### src/inc/bldc_params.svh
// Timing counts, reset values and limits for the commutation sequencer
`ifndef BLDC_PARAMS_SVH
`define BLDC_PARAMS_SVH

`define CLK_MHZ 25
// Base timer tick divider, in system clocks
`define TICK_DIV 25
// Full-range counts of the two delay timers, in ticks
`define CD_LIMIT 4095
`define DC_LIMIT 4095
`define DLY_WIDTH 12
// Start oscillator half ramp, in ticks
`define ST_HALF_TICKS 250000
`define ST_WIDTH 20
// Watchdog short segment and full interval, in ticks
`define WD_SHORT_TICKS 20
`define WD_LIMIT_TICKS 380
`define WD_WIDTH 12
// Marker pulse low time
`define PG_LOW_NS 18000
`define PG_LOW_CYC ((`PG_LOW_NS * `CLK_MHZ) / 1000)
`define PG_WIDTH 10
// Reset state code
`define STATE_RESET 3'h1

`endif

### src/inc/bldc_pkg.sv
// Types and lookup functions for the commutation sequencer
package bldc_pkg;

	typedef enum logic [2:0] {
		ST1 = 3'h1,
		ST2 = 3'h2,
		ST3 = 3'h3,
		ST4 = 3'h4,
		ST5 = 3'h5,
		ST6 = 3'h6
	} comm_state_t;

	typedef enum logic [1:0] {
		DRV_Z = 2'h0,
		DRV_H = 2'h1,
		DRV_L = 2'h2
	} drive_t;

	typedef enum logic [0:0] {
		DLY_MEASURE = 1'h0,
		DLY_COMMIT = 1'h1
	} dly_phase_t;

	function automatic comm_state_t next_state(comm_state_t s);
		unique case (s)
			ST1: next_state = ST2;
			ST2: next_state = ST3;
			ST3: next_state = ST4;
			ST4: next_state = ST5;
			ST5: next_state = ST6;
			default: next_state = ST1;
		endcase
	endfunction : next_state

	// Index of the floating phase: 0 = a, 1 = b, 2 = c
	function automatic logic [1:0] float_phase(comm_state_t s);
		unique case (s)
			ST1, ST4: float_phase = 2'h0;
			ST3, ST6: float_phase = 2'h1;
			default: float_phase = 2'h2;
		endcase
	endfunction : float_phase

	function automatic drive_t phase_drive(comm_state_t s, logic [1:0] ph);
		drive_t t [3];
		unique case (s)
			ST1: t = '{DRV_Z, DRV_L, DRV_H};
			ST2: t = '{DRV_H, DRV_L, DRV_Z};
			ST3: t = '{DRV_H, DRV_Z, DRV_L};
			ST4: t = '{DRV_Z, DRV_H, DRV_L};
			ST5: t = '{DRV_L, DRV_H, DRV_Z};
			default: t = '{DRV_L, DRV_Z, DRV_H};
		endcase
		phase_drive = t[ph];
	endfunction : phase_drive

endpackage : bldc_pkg

### src/inc/delay_if.sv
// Control and status of one up/down delay timer
`timescale 1ns/1ps
interface delay_if #(parameter int WIDTH = 12);
	logic clr;
	logic up;
	logic dn;
	logic [WIDTH-1:0] cnt;
	logic full;
	logic empty;
	modport ctrl (output clr, output up, output dn, input cnt, input full, input empty);
	modport timer (input clr, input up, input dn, output cnt, output full, output empty);
endinterface : delay_if

### src/rtl/sensorless_bldc_commutation_sequencer.sv
// Six-state sensorless commutation sequencer with adaptive delay and tacho output
//
// Operation
// - each state drives two phases, one high one low, third floats.
// - states cycle 1..6 with the fixed drive table, then wrap to 1.
// - zero-crossing input is the comparator of the floating phase.
// - zero-crossing starts delay; delay end advances to next state.
// - primary timer counts up from commutation to zero-crossing, paused during flyback pulse.
// - primary timer then counts down at double rate to time the delay.
// - saturated primary timer gives fixed full-range delay at low speed.
// - repeat timer counts up and down equally, reproducing the delay.
// - speed output is open collector at half commutation frequency.
// - marker pulse is multiplexed onto the shared speed output.
// - start oscillator issues commutation pulses without zero-crossings.
// - every commutation resets the start oscillator.
// - a start pulse advances the state like a regular commutation.
// - start oscillator period is one full up-and-down ramp, configurable.
// - timing function sequences internal delays and reverse detection.
// - watchdog runs past short segment only while EMF polarity wrong.
// - each zero-crossing toggles the tacho level.
// - after sensed marker, one tacho pulse gets a short low time.
`timescale 1ns/1ps
`include "bldc_params.svh"
module sensorless_bldc_commutation_sequencer #(
	parameter int TICK_DIV = `TICK_DIV,
	parameter int CD_LIMIT = `CD_LIMIT,
	parameter int DC_LIMIT = `DC_LIMIT,
	parameter int ST_HALF_TICKS = `ST_HALF_TICKS,
	parameter int WD_SHORT_TICKS = `WD_SHORT_TICKS,
	parameter int WD_LIMIT_TICKS = `WD_LIMIT_TICKS
) (
	input wire logic sys_clk_i,
	input wire logic reset_n_i,
	input wire logic [2:0] emf_cmp_i,
	input wire logic [2:0] flyback_i,
	input wire logic phase_marker_input_i,
	output logic phase_out_a_o,
	output logic phase_out_a_oe_o,
	output logic phase_out_b_o,
	output logic phase_out_b_oe_o,
	output logic phase_out_c_o,
	output logic phase_out_c_oe_o,
	output logic speed_marker_output_o,
	output logic speed_marker_output_oe_o,
	output bldc_pkg::comm_state_t state_o,
	output logic startup_mode_o,
	output logic reverse_detect_o
);
	import bldc_pkg::*;

	localparam int DW = `DLY_WIDTH;
	localparam int SW = `ST_WIDTH;
	localparam int WW = `WD_WIDTH;
	localparam int PW = `PG_WIDTH;
	localparam logic [SW-1:0] ST_LAST = SW'(2 * ST_HALF_TICKS - 1);
	localparam logic [WW-1:0] WD_SHORT = WW'(WD_SHORT_TICKS);
	localparam logic [WW-1:0] WD_LIMIT = WW'(WD_LIMIT_TICKS);
	localparam logic [PW-1:0] PG_LAST = PW'(`PG_LOW_CYC - 1);

	if (2 * ST_HALF_TICKS > (1 << SW) || ST_HALF_TICKS < 1 ||
		WD_LIMIT_TICKS >= (1 << WW) || WD_SHORT_TICKS >= WD_LIMIT_TICKS ||
		`PG_LOW_CYC > (1 << PW) || CD_LIMIT >= (1 << DW) ||
		DC_LIMIT >= (1 << DW)) begin : g_bad_param
		$error("sequencer: timing parameter out of range");
	end

	comm_state_t state_ff;
	dly_phase_t dly_ff;
	logic tick;
	logic half_ff;
	logic [1:0] fidx;
	logic sel_cmp;
	logic post_lvl;
	logic blank;
	logic armed_ff;
	logic zc;
	logic commute;
	logic start_pulse;
	logic startup_ff;
	logic [SW-1:0] st_cnt_ff;
	logic [WW-1:0] wd_cnt_ff;
	logic wd_run_ff;
	logic wd_timeout;
	logic reverse_ff;
	logic tacho_signal_ff;
	logic pm_prev_ff;
	logic pg_arm_ff;
	logic pg_short_ff;
	logic pg_rel_ff;
	logic [PW-1:0] pg_cnt_ff;
	logic speed_oe_ff;
	logic [2:0] out_lvl_ff;
	logic [2:0] out_oe_ff;

	delay_if #(.WIDTH(DW)) cd ();
	delay_if #(.WIDTH(DW)) dc ();

	// One base tick feeds every timer except the marker pulse counter, which counts system clocks
	tick_divider #(.DIV(TICK_DIV)) u_tick (
		.sys_clk_i(sys_clk_i),
		.reset_n_i(reset_n_i),
		.tick_o(tick)
	);

	updown_timer #(.WIDTH(DW), .LIMIT(CD_LIMIT)) u_primary_delay_timer (
		.sys_clk_i(sys_clk_i),
		.reset_n_i(reset_n_i),
		.tmr(cd)
	);

	updown_timer #(.WIDTH(DW), .LIMIT(DC_LIMIT)) u_repeat_delay_timer (
		.sys_clk_i(sys_clk_i),
		.reset_n_i(reset_n_i),
		.tmr(dc)
	);

	assign fidx = float_phase(state_ff);
	assign sel_cmp = emf_cmp_i[fidx];
	// Odd states see a rising crossing, even states a falling one
	assign post_lvl = state_ff[0];
	assign blank = (dly_ff == DLY_MEASURE) && !dc.empty;
	assign zc = armed_ff && (dly_ff == DLY_MEASURE) && (sel_cmp == post_lvl);
	assign start_pulse = tick && (st_cnt_ff == ST_LAST);
	assign commute = start_pulse || ((dly_ff == DLY_COMMIT) && cd.empty);
	assign wd_timeout = wd_run_ff && tick && (wd_cnt_ff == WD_LIMIT);

	// Half-rate enable makes the up count half the down count
	always_ff @(posedge sys_clk_i) begin
		if (!reset_n_i) begin
			half_ff <= 1'b0;
		end else if (tick) begin
			half_ff <= !half_ff;
		end
	end

	assign cd.clr = commute;
	assign cd.up = (dly_ff == DLY_MEASURE) && tick && half_ff && !flyback_i[fidx];
	assign cd.dn = (dly_ff == DLY_COMMIT) && tick;
	assign dc.clr = zc;
	assign dc.up = (dly_ff == DLY_COMMIT) && tick;
	assign dc.dn = (dly_ff == DLY_MEASURE) && tick;

	always_ff @(posedge sys_clk_i) begin
		if (!reset_n_i) begin
			state_ff <= ST1;
		end else if (commute) begin
			state_ff <= next_state(state_ff);
		end
	end

	always_ff @(posedge sys_clk_i) begin
		if (!reset_n_i || commute) begin
			dly_ff <= DLY_MEASURE;
		end else if (zc) begin
			dly_ff <= DLY_COMMIT;
		end
	end

	// Crossing accepted only after the repeat delay and short watchdog segment,
	// and only once the EMF has first shown the pre-crossing polarity
	always_ff @(posedge sys_clk_i) begin
		if (!reset_n_i || commute || zc) begin
			armed_ff <= 1'b0;
		end else if (!blank && !(wd_run_ff && wd_cnt_ff < WD_SHORT) && sel_cmp != post_lvl) begin
			armed_ff <= 1'b1;
		end
	end

	always_ff @(posedge sys_clk_i) begin
		if (!reset_n_i || commute) begin
			st_cnt_ff <= '0;
		end else if (tick) begin
			st_cnt_ff <= st_cnt_ff + SW'(1);
		end
	end

	always_ff @(posedge sys_clk_i) begin
		if (!reset_n_i || wd_timeout) begin
			startup_ff <= 1'b1;
		end else if (commute && !start_pulse) begin
			startup_ff <= 1'b0;
		end
	end

	always_ff @(posedge sys_clk_i) begin
		if (!reset_n_i) begin
			wd_cnt_ff <= '0;
			wd_run_ff <= 1'b0;
		end else if (commute) begin
			wd_cnt_ff <= '0;
			wd_run_ff <= 1'b1;
		end else if (wd_run_ff && tick) begin
			if (wd_cnt_ff < WD_SHORT) begin
				wd_cnt_ff <= wd_cnt_ff + WW'(1);
			end else if (sel_cmp != post_lvl || wd_cnt_ff == WD_LIMIT) begin
				wd_cnt_ff <= '0;
				wd_run_ff <= 1'b0;
			end else begin
				wd_cnt_ff <= wd_cnt_ff + WW'(1);
			end
		end
	end

	// Wrong polarity held for the full interval means reverse rotation
	always_ff @(posedge sys_clk_i) begin
		if (!reset_n_i) begin
			reverse_ff <= 1'b0;
		end else begin
			reverse_ff <= wd_timeout;
		end
	end

	always_ff @(posedge sys_clk_i) begin
		if (!reset_n_i) begin
			tacho_signal_ff <= 1'b1;
		end else if (zc) begin
			tacho_signal_ff <= !tacho_signal_ff;
		end
	end

	// Marker picks the falling crossing on phase c (state 2)
	always_ff @(posedge sys_clk_i) begin
		if (!reset_n_i) begin
			pm_prev_ff <= 1'b0;
			pg_arm_ff <= 1'b0;
		end else begin
			pm_prev_ff <= phase_marker_input_i;
			if (phase_marker_input_i && !pm_prev_ff) begin
				pg_arm_ff <= 1'b1;
			end else if (zc && state_ff == ST2 && tacho_signal_ff) begin
				pg_arm_ff <= 1'b0;
			end
		end
	end

	always_ff @(posedge sys_clk_i) begin
		if (!reset_n_i) begin
			pg_short_ff <= 1'b0;
			pg_rel_ff <= 1'b0;
			pg_cnt_ff <= '0;
		end else if (zc) begin
			pg_short_ff <= pg_arm_ff && state_ff == ST2 && tacho_signal_ff;
			pg_rel_ff <= 1'b0;
			pg_cnt_ff <= '0;
		end else if (pg_short_ff) begin
			if (pg_cnt_ff == PG_LAST) begin
				pg_short_ff <= 1'b0;
				pg_rel_ff <= 1'b1;
			end else begin
				pg_cnt_ff <= pg_cnt_ff + PW'(1);
			end
		end
	end

	// Open collector: pull low while tacho is low, unless the marker pulse ended
	always_ff @(posedge sys_clk_i) begin
		if (!reset_n_i) begin
			speed_oe_ff <= 1'b0;
		end else begin
			speed_oe_ff <= !tacho_signal_ff && !pg_rel_ff;
		end
	end

	// Drivers follow the next state so pins and state change together
	for (genvar i = 0; i < 3; i++) begin : g_phase
		always_ff @(posedge sys_clk_i) begin
			if (!reset_n_i) begin
				out_lvl_ff[i] <= phase_drive(ST1, 2'(i)) == DRV_H;
				out_oe_ff[i] <= phase_drive(ST1, 2'(i)) != DRV_Z;
			end else begin
				out_lvl_ff[i] <= phase_drive(commute ? next_state(state_ff) : state_ff,
					2'(i)) == DRV_H;
				out_oe_ff[i] <= phase_drive(commute ? next_state(state_ff) : state_ff,
					2'(i)) != DRV_Z;
			end
		end
	end

	assign phase_out_a_o = out_lvl_ff[0];
	assign phase_out_a_oe_o = out_oe_ff[0];
	assign phase_out_b_o = out_lvl_ff[1];
	assign phase_out_b_oe_o = out_oe_ff[1];
	assign phase_out_c_o = out_lvl_ff[2];
	assign phase_out_c_oe_o = out_oe_ff[2];
	assign speed_marker_output_o = 1'b0;
	assign speed_marker_output_oe_o = speed_oe_ff;
	assign state_o = state_ff;
	assign startup_mode_o = startup_ff;
	assign reverse_detect_o = reverse_ff;
endmodule : sensorless_bldc_commutation_sequencer

### src/rtl/tick_divider.sv
// Clock-enable tick generator for the timer counters
`timescale 1ns/1ps
module tick_divider #(
	parameter int DIV = 25
) (
	input wire logic sys_clk_i,
	input wire logic reset_n_i,
	output logic tick_o
);
	localparam int W = (DIV > 1) ? $clog2(DIV) : 1;
	localparam logic [W-1:0] LAST = W'(DIV - 1);

	logic [W-1:0] div_ff;

	if (DIV < 1) begin : g_bad_div
		$error("tick_divider: DIV must be at least 1");
	end

	always_ff @(posedge sys_clk_i) begin
		if (!reset_n_i || div_ff == LAST) begin
			div_ff <= '0;
		end else begin
			div_ff <= div_ff + W'(1);
		end
	end

	assign tick_o = reset_n_i && (div_ff == LAST);
endmodule : tick_divider

### src/rtl/updown_timer.sv
// Saturating up/down counter standing in for a ramp capacitor
`timescale 1ns/1ps
module updown_timer #(
	parameter int WIDTH = 12,
	parameter int LIMIT = 4095
) (
	input wire logic sys_clk_i,
	input wire logic reset_n_i,
	delay_if.timer tmr
);
	localparam logic [WIDTH-1:0] LIM = WIDTH'(LIMIT);

	logic [WIDTH-1:0] cnt_ff;

	if (LIMIT < 1 || LIMIT >= (1 << WIDTH)) begin : g_bad_limit
		$error("updown_timer: LIMIT does not fit WIDTH");
	end

	// Saturates at the limit so a slow motor yields the full-range delay
	always_ff @(posedge sys_clk_i) begin
		if (!reset_n_i || tmr.clr) begin
			cnt_ff <= '0;
		end else if (tmr.up && cnt_ff != LIM) begin
			cnt_ff <= cnt_ff + WIDTH'(1);
		end else if (tmr.dn && cnt_ff != '0) begin
			cnt_ff <= cnt_ff - WIDTH'(1);
		end
	end

	assign tmr.cnt = cnt_ff;
	assign tmr.full = (cnt_ff == LIM);
	assign tmr.empty = (cnt_ff == '0);
endmodule : updown_timer

### config.mk
export PLATFORM = sky130hd
export DESIGN_NAME = sensorless_bldc_commutation_sequencer
export DESIGN_NICKNAME = d
export VERILOG_FILES = /design/src/inc/bldc_pkg.sv /design/src/inc/delay_if.sv /design/src/rtl/sensorless_bldc_commutation_sequencer.sv /design/src/rtl/tick_divider.sv /design/src/rtl/updown_timer.sv
export VERILOG_INCLUDE_DIRS = /design/src /design/src/inc
export SDC_FILE = /design/constraint.sdc
export NUM_CORES = 1
export LEC_CHECK = 0
export BUFFER_PORTS_ARGS = -buffer_cell sky130_fd_sc_hd__buf_2
export CORE_MARGIN = 5
export CORE_UTILIZATION = 28
export CTS_CLUSTER_SIZE = 20
export DETAILED_ROUTE_END_ITERATION = 8
export MAX_ROUTING_LAYER = met4
export PLACE_DENSITY_LB_ADDON = 0.12
export SETUP_SLACK_MARGIN = 0.1
export SYNTH_ARGS = -nofsm -noshare
export SYNTH_HDL_FRONTEND = slang
export SYNTH_SLANG_ARGS = --single-unit
### constraint.sdc
create_clock -name sys_clk_i -period 6.48 [get_ports sys_clk_i]
set_input_delay 1.296 -clock sys_clk_i [delete_from_list [all_inputs] [get_ports sys_clk_i]]
set_output_delay 1.296 -clock sys_clk_i [all_outputs]
set_load 0.01 [all_outputs]
# == Word level (Yosys, flattened, before mapping) ==
# Cells that the tools add are included.
# op_classes
bitwise_logic,3
n_eq_ne,23
add_sub_neg,8
muxes,25
magnitude_cmp,2
reduce_logical,62
# op_table
cell,n
12-bit two-way mux,6
12-bit by 1-bit adder with 12-bit output (second input constant),3
6-bit one-hot mux with 5 select lines,1
1-bit logical AND,26
12-bit zero test,2
12-bit != test (second input constant),2
12-bit nonzero test,2
12-bit by 1-bit subtractor with 12-bit output (second input constant),2
20-bit by 1-bit adder with 20-bit output (second input constant),1
20-bit by 19-bit == test with 1-bit output (second input constant),1
2-bit nonzero test,8
3-bit == test (second input constant),5
3-bit one-hot mux with 5 select lines,1
12-bit by 9-bit == test with 1-bit output (second input constant),1
3-bit by 2-bit == test with 1-bit output (second input constant),4
12-bit by 5-bit < comparator with 1-bit output (second input constant),1
1-bit two-way mux,11
10-bit by 1-bit adder with 10-bit output (second input constant),1
10-bit by 9-bit == test with 1-bit output (second input constant),1
1-bit zero test,10
2-bit OR reduction,4
1-bit logical OR,7
2-bit by 1-bit == test with 1-bit output (second input constant),3
3-bit by 1-bit == test with 1-bit output (second input constant),2
other kinds (13),18
# totals
wordCells,148
input_bits,9
reg_bits,92
output_inout_bits,13

# == Depth between registers and ports, before layout ==
# Gate-level depths: netlist (run 1).
# depth
depth_word,11
mapped_depth,14
mapped_depth_nobuf,13

# == Modules after synthesis ==
# Synthesis (run 1) repeated with hierarchy kept, for this count alone.
# unflattened
hier_cells,655
hier_area_um2,5577.8
# modules_own_cells
mod,instances,area_per_inst_um2,seq_area_each_um2,cells_per_inst
sensorless_bldc_commutation_sequencer,1,3123.0,1261.2,372
updown_timer,2,1097.3,240.2,130
tick_divider,1,260.2,100.1,23

# == Worst setup path after synthesis (run 1) ==
# No wires, ideal clock.
# synth_path
path_type,in2reg
start,input flyback_i[1]
end,register u_primary_delay_timer.cnt_ff[10] (netlist: u_primary_delay_timer.tmr.cnt[10])
setup_slack_ns,2.403
required_ns,6.366
setup_ns,0.114
n_path_buf,1
t_arrival_ns,3.963
stages,12
cell_sequence,mux2_1 > mux2_4 > nor4_4 > inv_1 > ha_1 > clkbuf_1 > and2_1 > a41oi_1 > a31oi_1 > or3_1 > a31o_2 > nor2b_1
# synth_between
elab_chain_len,6
word_cells_on_any_way,7
cone_classes,mux (3); reduce/logical (4)
# synth_rtl
item,line,rtl
from (decl),sensorless_bldc_commutation_sequencer.sv:35,"input wire logic [2:0] flyback_i,"
1-bit binary-select mux with 2-bit select *,sensorless_bldc_commutation_sequencer.sv:137,assign cd.up = (dly_ff == DLY_MEASURE) && tick && half_ff && !flyback_i[fidx];
1-bit two-way mux (implied by the code) *,sensorless_bldc_commutation_sequencer.sv:137,
1-bit zero test *,sensorless_bldc_commutation_sequencer.sv:137,
1-bit logical AND *,sensorless_bldc_commutation_sequencer.sv:137,
1-bit logical AND *,updown_timer.sv:23,end else if (tmr.up && cnt_ff != LIM) begin
12-bit two-way mux or 2-bit nonzero test (tied branches),--,
to (signal assigned),updown_timer.sv:24,cnt_ff <= cnt_ff + WIDTH'(1);
to (signal assigned),updown_timer.sv:26,cnt_ff <= cnt_ff - WIDTH'(1);
to (decl),updown_timer.sv:13,logic [WIDTH-1:0] cnt_ff;
# Every way passes the cells marked *; elsewhere a longest branch is shown, timed or not. The select of a mux whose other input is x is not followed.
# A chain may end at the register's enable or synchronous reset.

# == Final worst setup path (run 1) ==
# layout_path
start,input reset_n_i
end,register u_repeat_delay_timer.cnt_ff[11] (netlist: u_repeat_delay_timer.tmr.cnt[11])
# layout_between
elab_chain_len,4
word_cells_on_any_way,9
cone_classes,mux (1); reduce/logical (8)
# layout_rtl
item,line,rtl
from (decl),sensorless_bldc_commutation_sequencer.sv:33,"input wire logic reset_n_i,"
1-bit logical AND,tick_divider.sv:27,assign tick_o = reset_n_i && (div_ff == LAST);
"1-bit logical AND, on equally long branches","sensorless_bldc_commutation_sequencer.sv:140, sensorless_bldc_commutation_sequencer.sv:141",
"1-bit logical AND, on equally long branches","updown_timer.sv:23, updown_timer.sv:25",
12-bit two-way mux or 2-bit nonzero test (tied branches),--,
to (signal assigned),updown_timer.sv:24,
to (signal assigned),updown_timer.sv:26,
to (decl),updown_timer.sv:13,
# Parallel ways exist; a longest one is shown, timed or not.

==> results.json, run 1 <==
{
  "place_inst": 851,
  "power.share.switching_pct": 27.3,
  "comb_power_share_pct": 10.2,
  "wl_per_cell_um": 13.3,
  "power_frac_seq_pct": 48.9,
  "status": "completed",
  "post-place-ws_ns": 1.80,
  "ys_seq_area_share_pct": 35.0,
  "pwr-share-clk_pct": 40.9,
  "syn_avg_cell_area_um2": 8.47,
  "cts.sinks": 92,
  "yosysTopAreaCellShare_pct": 35.0,
  "cp-start-kind": "primary input",
  "die_y_um": 147,
  "ys.flop_type": "dfxtp_1",
  "drc_errors": 0,
  "rsz0062_at_grt": "false",
  "required_ns": 6.77,
  "grt_max_degree": 35,
  "die_area_um2": 21600,
  "postCtsSetupRepairBufs": 0,
  "synth_cell_type_count": 69,
  "grt_overflow_total": 0,
  "layout_min_cycle_time_ns": 4.32,
  "vias": 4241,
  "path_clk_slew_ns": 0.07,
  "yosys_warnings": 0,
  "worst_ep_arrival_time_ns": 4.61,
  "vias_per_cell": 4.89,
  "power_density_nw_per_um2": 212,
  "grt_usage_pct": 11.4,
  "fin_crit_sh_pct": 66.6,
  "synth_edf_count": 0,
  "gp_congestion": 0.778,
  "critPathMaxFanout": 15,
  "ys_top_cells_by_area": "dfxtp_1, nor2_1, ha_1",
  "setup_viol": 0,
  "clock_latency_ns": 0.35,
  "grt_pass1_wl_mm": 19.8,
  "cts_hold_buffers": 0,
  "crit_path_end_kind": "flip-flop",
  "grt_antenna_before_repair": 0,
  "cts_buffers": 9,
  "core_area_um2": 18600,
  "fin_skew_ns": 0.00902,
  "finalPower_mw": 1.23,
  "setup_slack_ns": 2.16,
  "async_flop_share_pct": 0,
  "drt_iter0_drc": 162,
  "fp.dieW_um": 147,
  "syn_nets": 660,
  "grt_pass1_vias": 4058,
  "cpMaxStageDelayCell": "ha_1",
  "synth_seq_cells": 92,
  "maxCapViolCount": 0,
  "drive_above_1_share_pct": 8.85,
  "cts_tree": "built",
  "slew_viol_final": 0,
  "area_growth_pct": 10.2,
  "tns_ns": 0,
  "io_pins": 22,
  "antennaDiodeCount": 0,
  "syn-cell-area_um2": 5260,
  "max-slew-margin-rel_pct": 27.0,
  "post_cts_resized": 0,
  "finalHoldViolations": 0,
  "criticalPathCategory": "primary input to flip-flop",
  "start_util_pct": 28.3,
  "hp-class": "flip-flop to flip-flop",
  "cts_root_buf": "clkbuf_16",
  "yosysTopAreaCell": "dfxtp_1",
  "slowest_delay_ns": 0.50,
  "port_buffers": 20,
  "nNetsFinal": 667,
  "hpwl_mm": 8.31,
  "synth_cells": 621,
  "nFillCells": 1953,
  "rows": 50,
  "multi_input_area_um2": 3220,
  "ant_nets": 0,
  "routed_wl_mm": 11.6,
  "rrSetupSlack_ns": 2.56,
  "tightest_slew_ns": 1.09,
  "p_switching_mw": 0.336,
  "final_cells": 867,
  "h-tree-depth": 3,
  "clock.fmax_mhz": 232,
  "first_pass_iters": 5,
  "seq_area_um2": 1840,
  "power.leakage_nw": 2.22,
  "cp_cell_sequence": "buf_2 > inv_2 > nor2_1 > o311ai_2 > ha_1 > a21o_1 > a221o_1 > a21oi_1 > o21ai_0 > a211o_1 > nand3_1",
  "ir_drop_mv": 0.114,
  "p_int_mw": 0.895,
  "clock_path_buffers": 2
}
==> metal layers <==
metal | up-vias | share of wire, % | routed length [µm] | track usage (%)
li1 | 2221 | - | - | -
met1 | 1974 | 48 | 5520 | 13.8
met2 | 32 | 48 | 5570 | 18.8
met3 | 14 | 2.5 | 285 | 2.44
met4 | 0 | 1.5 | 178 | 4.05
met5 | - | 0 | 0 | -
==> final cells by class <==
cell class	count	area share [%]
timing repair buffer	21	1.86
sequential	92	31.8
clock inverter	6	0.863
multi-input combinational	490	55.6
clock buffer	10	3.95
inverter	14	0.906
tap	234	5.05
==> layout by cell type, fill, tap and decap left out, types with 11 or more instances in the layout <==
cell type  count
buf_2         20
o21ai_0       13
nor4_1        11
inv_1         13
and3_1        18
dfxtp_1       92
xor2_1        32
mux2i_1       14
nand2_1       57
xnor2_1       31
nor2_1       100
nand3_1       17
ha_1          28
a21oi_1       29
nand4_1       23
==> worst max-delay path: cells and delay by family <==
family | cells | cell delay [ns]
compound gates | 6 | 1.68
buf+inv | 2 | 0.53
simple gates | 2 | 0.57
fa+ha+maj | 1 | 0.50
==> stage by stage <==
| stage | utilization (%) | area [µm²] | hold WS [ns] |
|---|---|---|---|
| after floorplan | - | 5260 | 0.402 |
| final | 31.2 | 5800 | 0.429 |
| after global routing | 31.2 | 5800 | 0.485 |
| after CTS | 31.2 | 5800 | 0.432 |
| after global placement | 29.7 | 5520 | 0.431 |
| after detailed placement | 29.7 | 5520 | 0.418 |
==> power groups by stage <==
| stage | Clock (mW) | Combinational [mW] | Sequential [mW] |
|---|---|---|---|
| 6_report | 0.503 | 0.126 | 0.602 |
| 5_1_grt | 0.551 | 0.142 | 0.605 |
| 4_1_cts | 0.529 | 0.129 | 0.602 |
| 3_5_place_dp | 0 | 0.128 | 0.616 |
| 3_3_place_gp | 0 | 0.127 | 0.616 |
| 2_1_floorplan | 0 | 0.104 | 0.607 |
==> worst paths after layout <==
path	from	end	cells after the start
hold / removal	pg_rel_ff	speed_marker_output_oe_o	1
setup / recovery	reset_n_i	u_repeat_delay_timer.tmr.cnt[11]	11
setup reg to reg	state_o[2]	u_primary_delay_timer.tmr.cnt[10]	11
hold reg to reg	pg_rel_ff	speed_marker_output_oe_o	1
==> Yosys cell counts (3+ instances only) <==
| cell | n |
|---|---|
| nor2_1 | 100 |
| dfxtp_1 | 92 |
| nand2_1 | 57 |
| xor2_1 | 32 |
| xnor2_1 | 31 |
| a21oi_1 | 29 |
| ha_1 | 28 |
| nand4_1 | 23 |
| and3_1 | 18 |
| nand3_1 | 17 |
| mux2i_1 | 14 |
| inv_1 | 13 |
| o21ai_0 | 13 |
| nor4_1 | 11 |
| a21o_1 | 10 |
| nor3_1 | 10 |
| a211oi_1 | 9 |
| clkbuf_1 | 9 |
| buf_2 | 8 |
| nand2b_1 | 6 |
| buf_4 | 5 |
| o211ai_1 | 5 |
| o22ai_1 | 5 |
| and2_1 | 4 |
| nor3b_1 | 4 |
| or3_1 | 4 |
| a31oi_1 | 3 |
| and4_1 | 3 |
| mux2_2 | 3 |
| nor2b_1 | 3 |
| nor4bb_1 | 3 |
| o21a_1 | 3 |
==> logic make-up (layout without fill, tap and decap cells) <==
logic type,count (synthesis),count (layout),synth area share [%]
multiplexers,19,19,3.80
AND/OR/NAND/NOR,281,281,26.9
adder cells (fa/ha/maj),30,30,7.42
XOR/XNOR,63,63,10.5
other,1,1,0.0713
buffers and inverters,39,51,3.92
flip-flops,92,92,35.0
AO/OA/AOI/OAI,96,96,12.4
==> registers in the layout (all words and copies together) (netlist names), 3 cells and up <==
| register | flops |
|---|---|
| st_cnt_ff | 20 |
| u_primary_delay_timer.tmr.cnt | 12 |
| u_repeat_delay_timer.tmr.cnt | 12 |
| wd_cnt_ff | 12 |
| pg_cnt_ff | 10 |
| u_tick.div_ff | 5 |
| state_o | 3 |
No activity file was read; power rests on OpenSTA's default activity.
==> run 2, diff against run 1 <==
clock period = 3.5 ns   (was 6.48 ns; I/O delays follow)
==> run 2 against run 1 <==
Effect of this change:
- first-iteration DRC count shrank 40%
- largest power group unchanged
- sequential share of layout area shrank 1.2 points
- highest routed layer unchanged
- routed wire length grew 4.7%
- clock-buffer cell count is the same
- non-clock buffer count grew 21
- register-to-register slack lost 2.2 ns
- clock skew grew 0.00051 ns
- critical endpoint unchanged
- hold slack lost 0.0018 ns
- cell area grew 3.9%
- combinational power grew 120%
==> results.json, run 2 (same netlist as run 1, synthesis figures left out) <==
{
  "status": "completed",
  "finalHoldViolations": 0,
  "multi_input_area_um2": 3250,
  "cts_tree": "built",
  "whs_ns": 0.427,
  "nFillCells": 1942,
  "cp-start-kind": "flip-flop",
  "top_register": "st_cnt_ff",
  "finalPower_mw": 2.37,
  "grt_antenna_before_repair": 1,
  "tns_ns": 0,
  "grt_pass1_wl_mm": 20.8,
  "die_y_um": 147,
  "cp-startpoint": "u_tick.div_ff[0]",
  "grt_pass1_vias": 4263,
  "clock_path_buffers": 2,
  "path_clk_slew_ns": 0.07,
  "critPathMaxFanout": 8,
  "fp.dieW_um": 147,
  "r2r-end": "u_repeat_delay_timer.tmr.cnt[11]",
  "p_int_mw": 1.74,
  "drive_above_1_share_pct": 12.2,
  "area_growth_pct": 14.5,
  "power_density_nw_per_um2": 394,
  "rrSetupSlack_ns": 0.32,
  "worst_ep_arrival_time_ns": 3.47,
  "cts_root_buf": "clkbuf_16",
  "slew_viol_final": 0,
  "cts_hold_buffers": 0,
  "power_frac_seq_pct": 46.1,
  "rsz0062_at_grt": "false",
  "drc_errors": 0,
  "cp_cell_sequence": "inv_1 > ha_1 > nand4b_1 > nor2_4 > o311ai_4 > buf_4 > ha_1 > a21o_1 > a221o_1 > a21oi_1 > o21ai_0 > a211o_1 > nand3_1",
  "crit_path_end_kind": "flip-flop",
  "pwr-share-clk_pct": 42.2,
  "ir_drop_mv": 0.236,
  "fin_crit_sh_pct": 90.9,
  "maxCapViolCount": 0,
  "vias": 4382,
  "vias_per_cell": 4.93,
  "r2r-start": "u_tick.div_ff[0]",
  "rows": 50,
  "reg2reg_depth": 13,
  "first_pass_iters": 5,
  "cpMaxStageDelayCell": "a221o_1",
  "grt_overflow_total": 0,
  "comb_power_share_pct": 11.7,
  "clock_latency_ns": 0.35,
  "grt_usage_pct": 11.9,
  "ant_nets": 0,
  "slowest_delay_ns": 0.37,
  "largest_register_ffs": 20,
  "clock.fmax_mhz": 314,
  "cts_buffers": 9,
  "nNetsFinal": 688,
  "setup_viol": 0,
  "drt_iter0_drc": 97,
  "p_switching_mw": 0.628,
  "gp_congestion": 0.844,
  "io_pins": 22,
  "wl_per_cell_um": 13.6,
  "routed_wl_mm": 12.1,
  "place_area_um2": 5700,
  "critical_path.endpoint": "u_repeat_delay_timer.tmr.cnt[11]",
  "port_buffers": 20,
  "fin_skew_ns": 0.00953,
  "layout_min_cycle_time_ns": 3.18,
  "post_cts_resized": 0,
  "final_area_um2": 6020,
  "h-tree-depth": 3,
  "required_ns": 3.79,
  "cts.sinks": 92,
  "power.share.switching_pct": 26.5,
  "hp-class": "flip-flop to flip-flop",
  "final_common_cell": "nor2_1",
  "postCtsSetupRepairBufs": 0,
  "crit_top_cell": "ha_1",
  "power.leakage_nw": 2.34,
  "criticalPathCategory": "flip-flop to flip-flop",
  "mostFrequentLayoutCells": "nor2_1, dfxtp_1, nand2_1",
  "core_area_um2": 18600,
  "seq_area_um2": 1840,
  "start_util_pct": 28.3,
  "die_area_um2": 21600,
  "grt_max_degree": 25,
  "hpwl_mm": 8.96
}
## run 2: routing by layer
layer  part of all wire (%)  routed length (µm)  vias up  track usage, %
met1                     47                5690     2067            13.9
met5                      0                   0        -               -
met4                    1.2                 148        0            3.82
met2                     49                5890       46            20.2
met3                    3.1                 376       12            2.93
li1                       -                   -     2257               -
## run 2: how the worst min path moves through the flow
stage	start	to	slack (ns)	depth (start not counted)
6_report	pg_rel_ff	speed_marker_output_oe_o	0.43	1
3_5_place_dp	pg_rel_ff	speed_marker_output_oe_o	0.42	1
5_1_grt	pg_rel_ff	speed_marker_output_oe_o	0.47	1
4_1_cts	pg_rel_ff	speed_marker_output_oe_o	0.44	1
2_1_floorplan	pg_rel_ff	speed_marker_output_oe_o	0.40	1
3_3_place_gp	pg_rel_ff	speed_marker_output_oe_o	0.43	1
## run 2: layout make-up
cell class,instances,share of cell area (%)
clock inverter,6,1.20
sequential,92,30.6
multi-input combinational,490,54.0
antenna,1,0.0415
timing repair buffer,42,4.61
tap,234,4.86
clock buffer,10,3.80
inverter,14,0.872
## run 2: through the flow
| stage | util (%) | worst slack [ns] | std cells |
|---|---|---|---|
| floorplan | - | 0.106 | 621 |
| global placement | 30.7 | 0.0533 | 872 |
| detailed placement | 30.7 | 0.0144 | 872 |
| CTS | 32.3 | 0.204 | 888 |
| global route | 32.4 | 0.106 | 889 |
| finish | 32.4 | 0.320 | 889 |
## run 2: worst max-delay path: cells and delay by family (launching register included)
family          cells  cell delay (ns)
fa+ha+maj           2             0.50
compound gates      6             1.42
simple gates        3             0.55
flops               1             0.34
buf+inv             2             0.30
## run 2: power by group through the flow
| stage | logic [mW] | clock network [mW] | registers, mW |
|---|---|---|---|
| final | 0.278 | 1.00 | 1.09 |
| after global routing | 0.311 | 1.09 | 1.10 |
| after CTS | 0.284 | 1.06 | 1.09 |
| after detailed placement | 0.282 | 0 | 1.12 |
| after global placement | 0.281 | 0 | 1.12 |
| after floorplan | 0.193 | 0 | 1.12 |
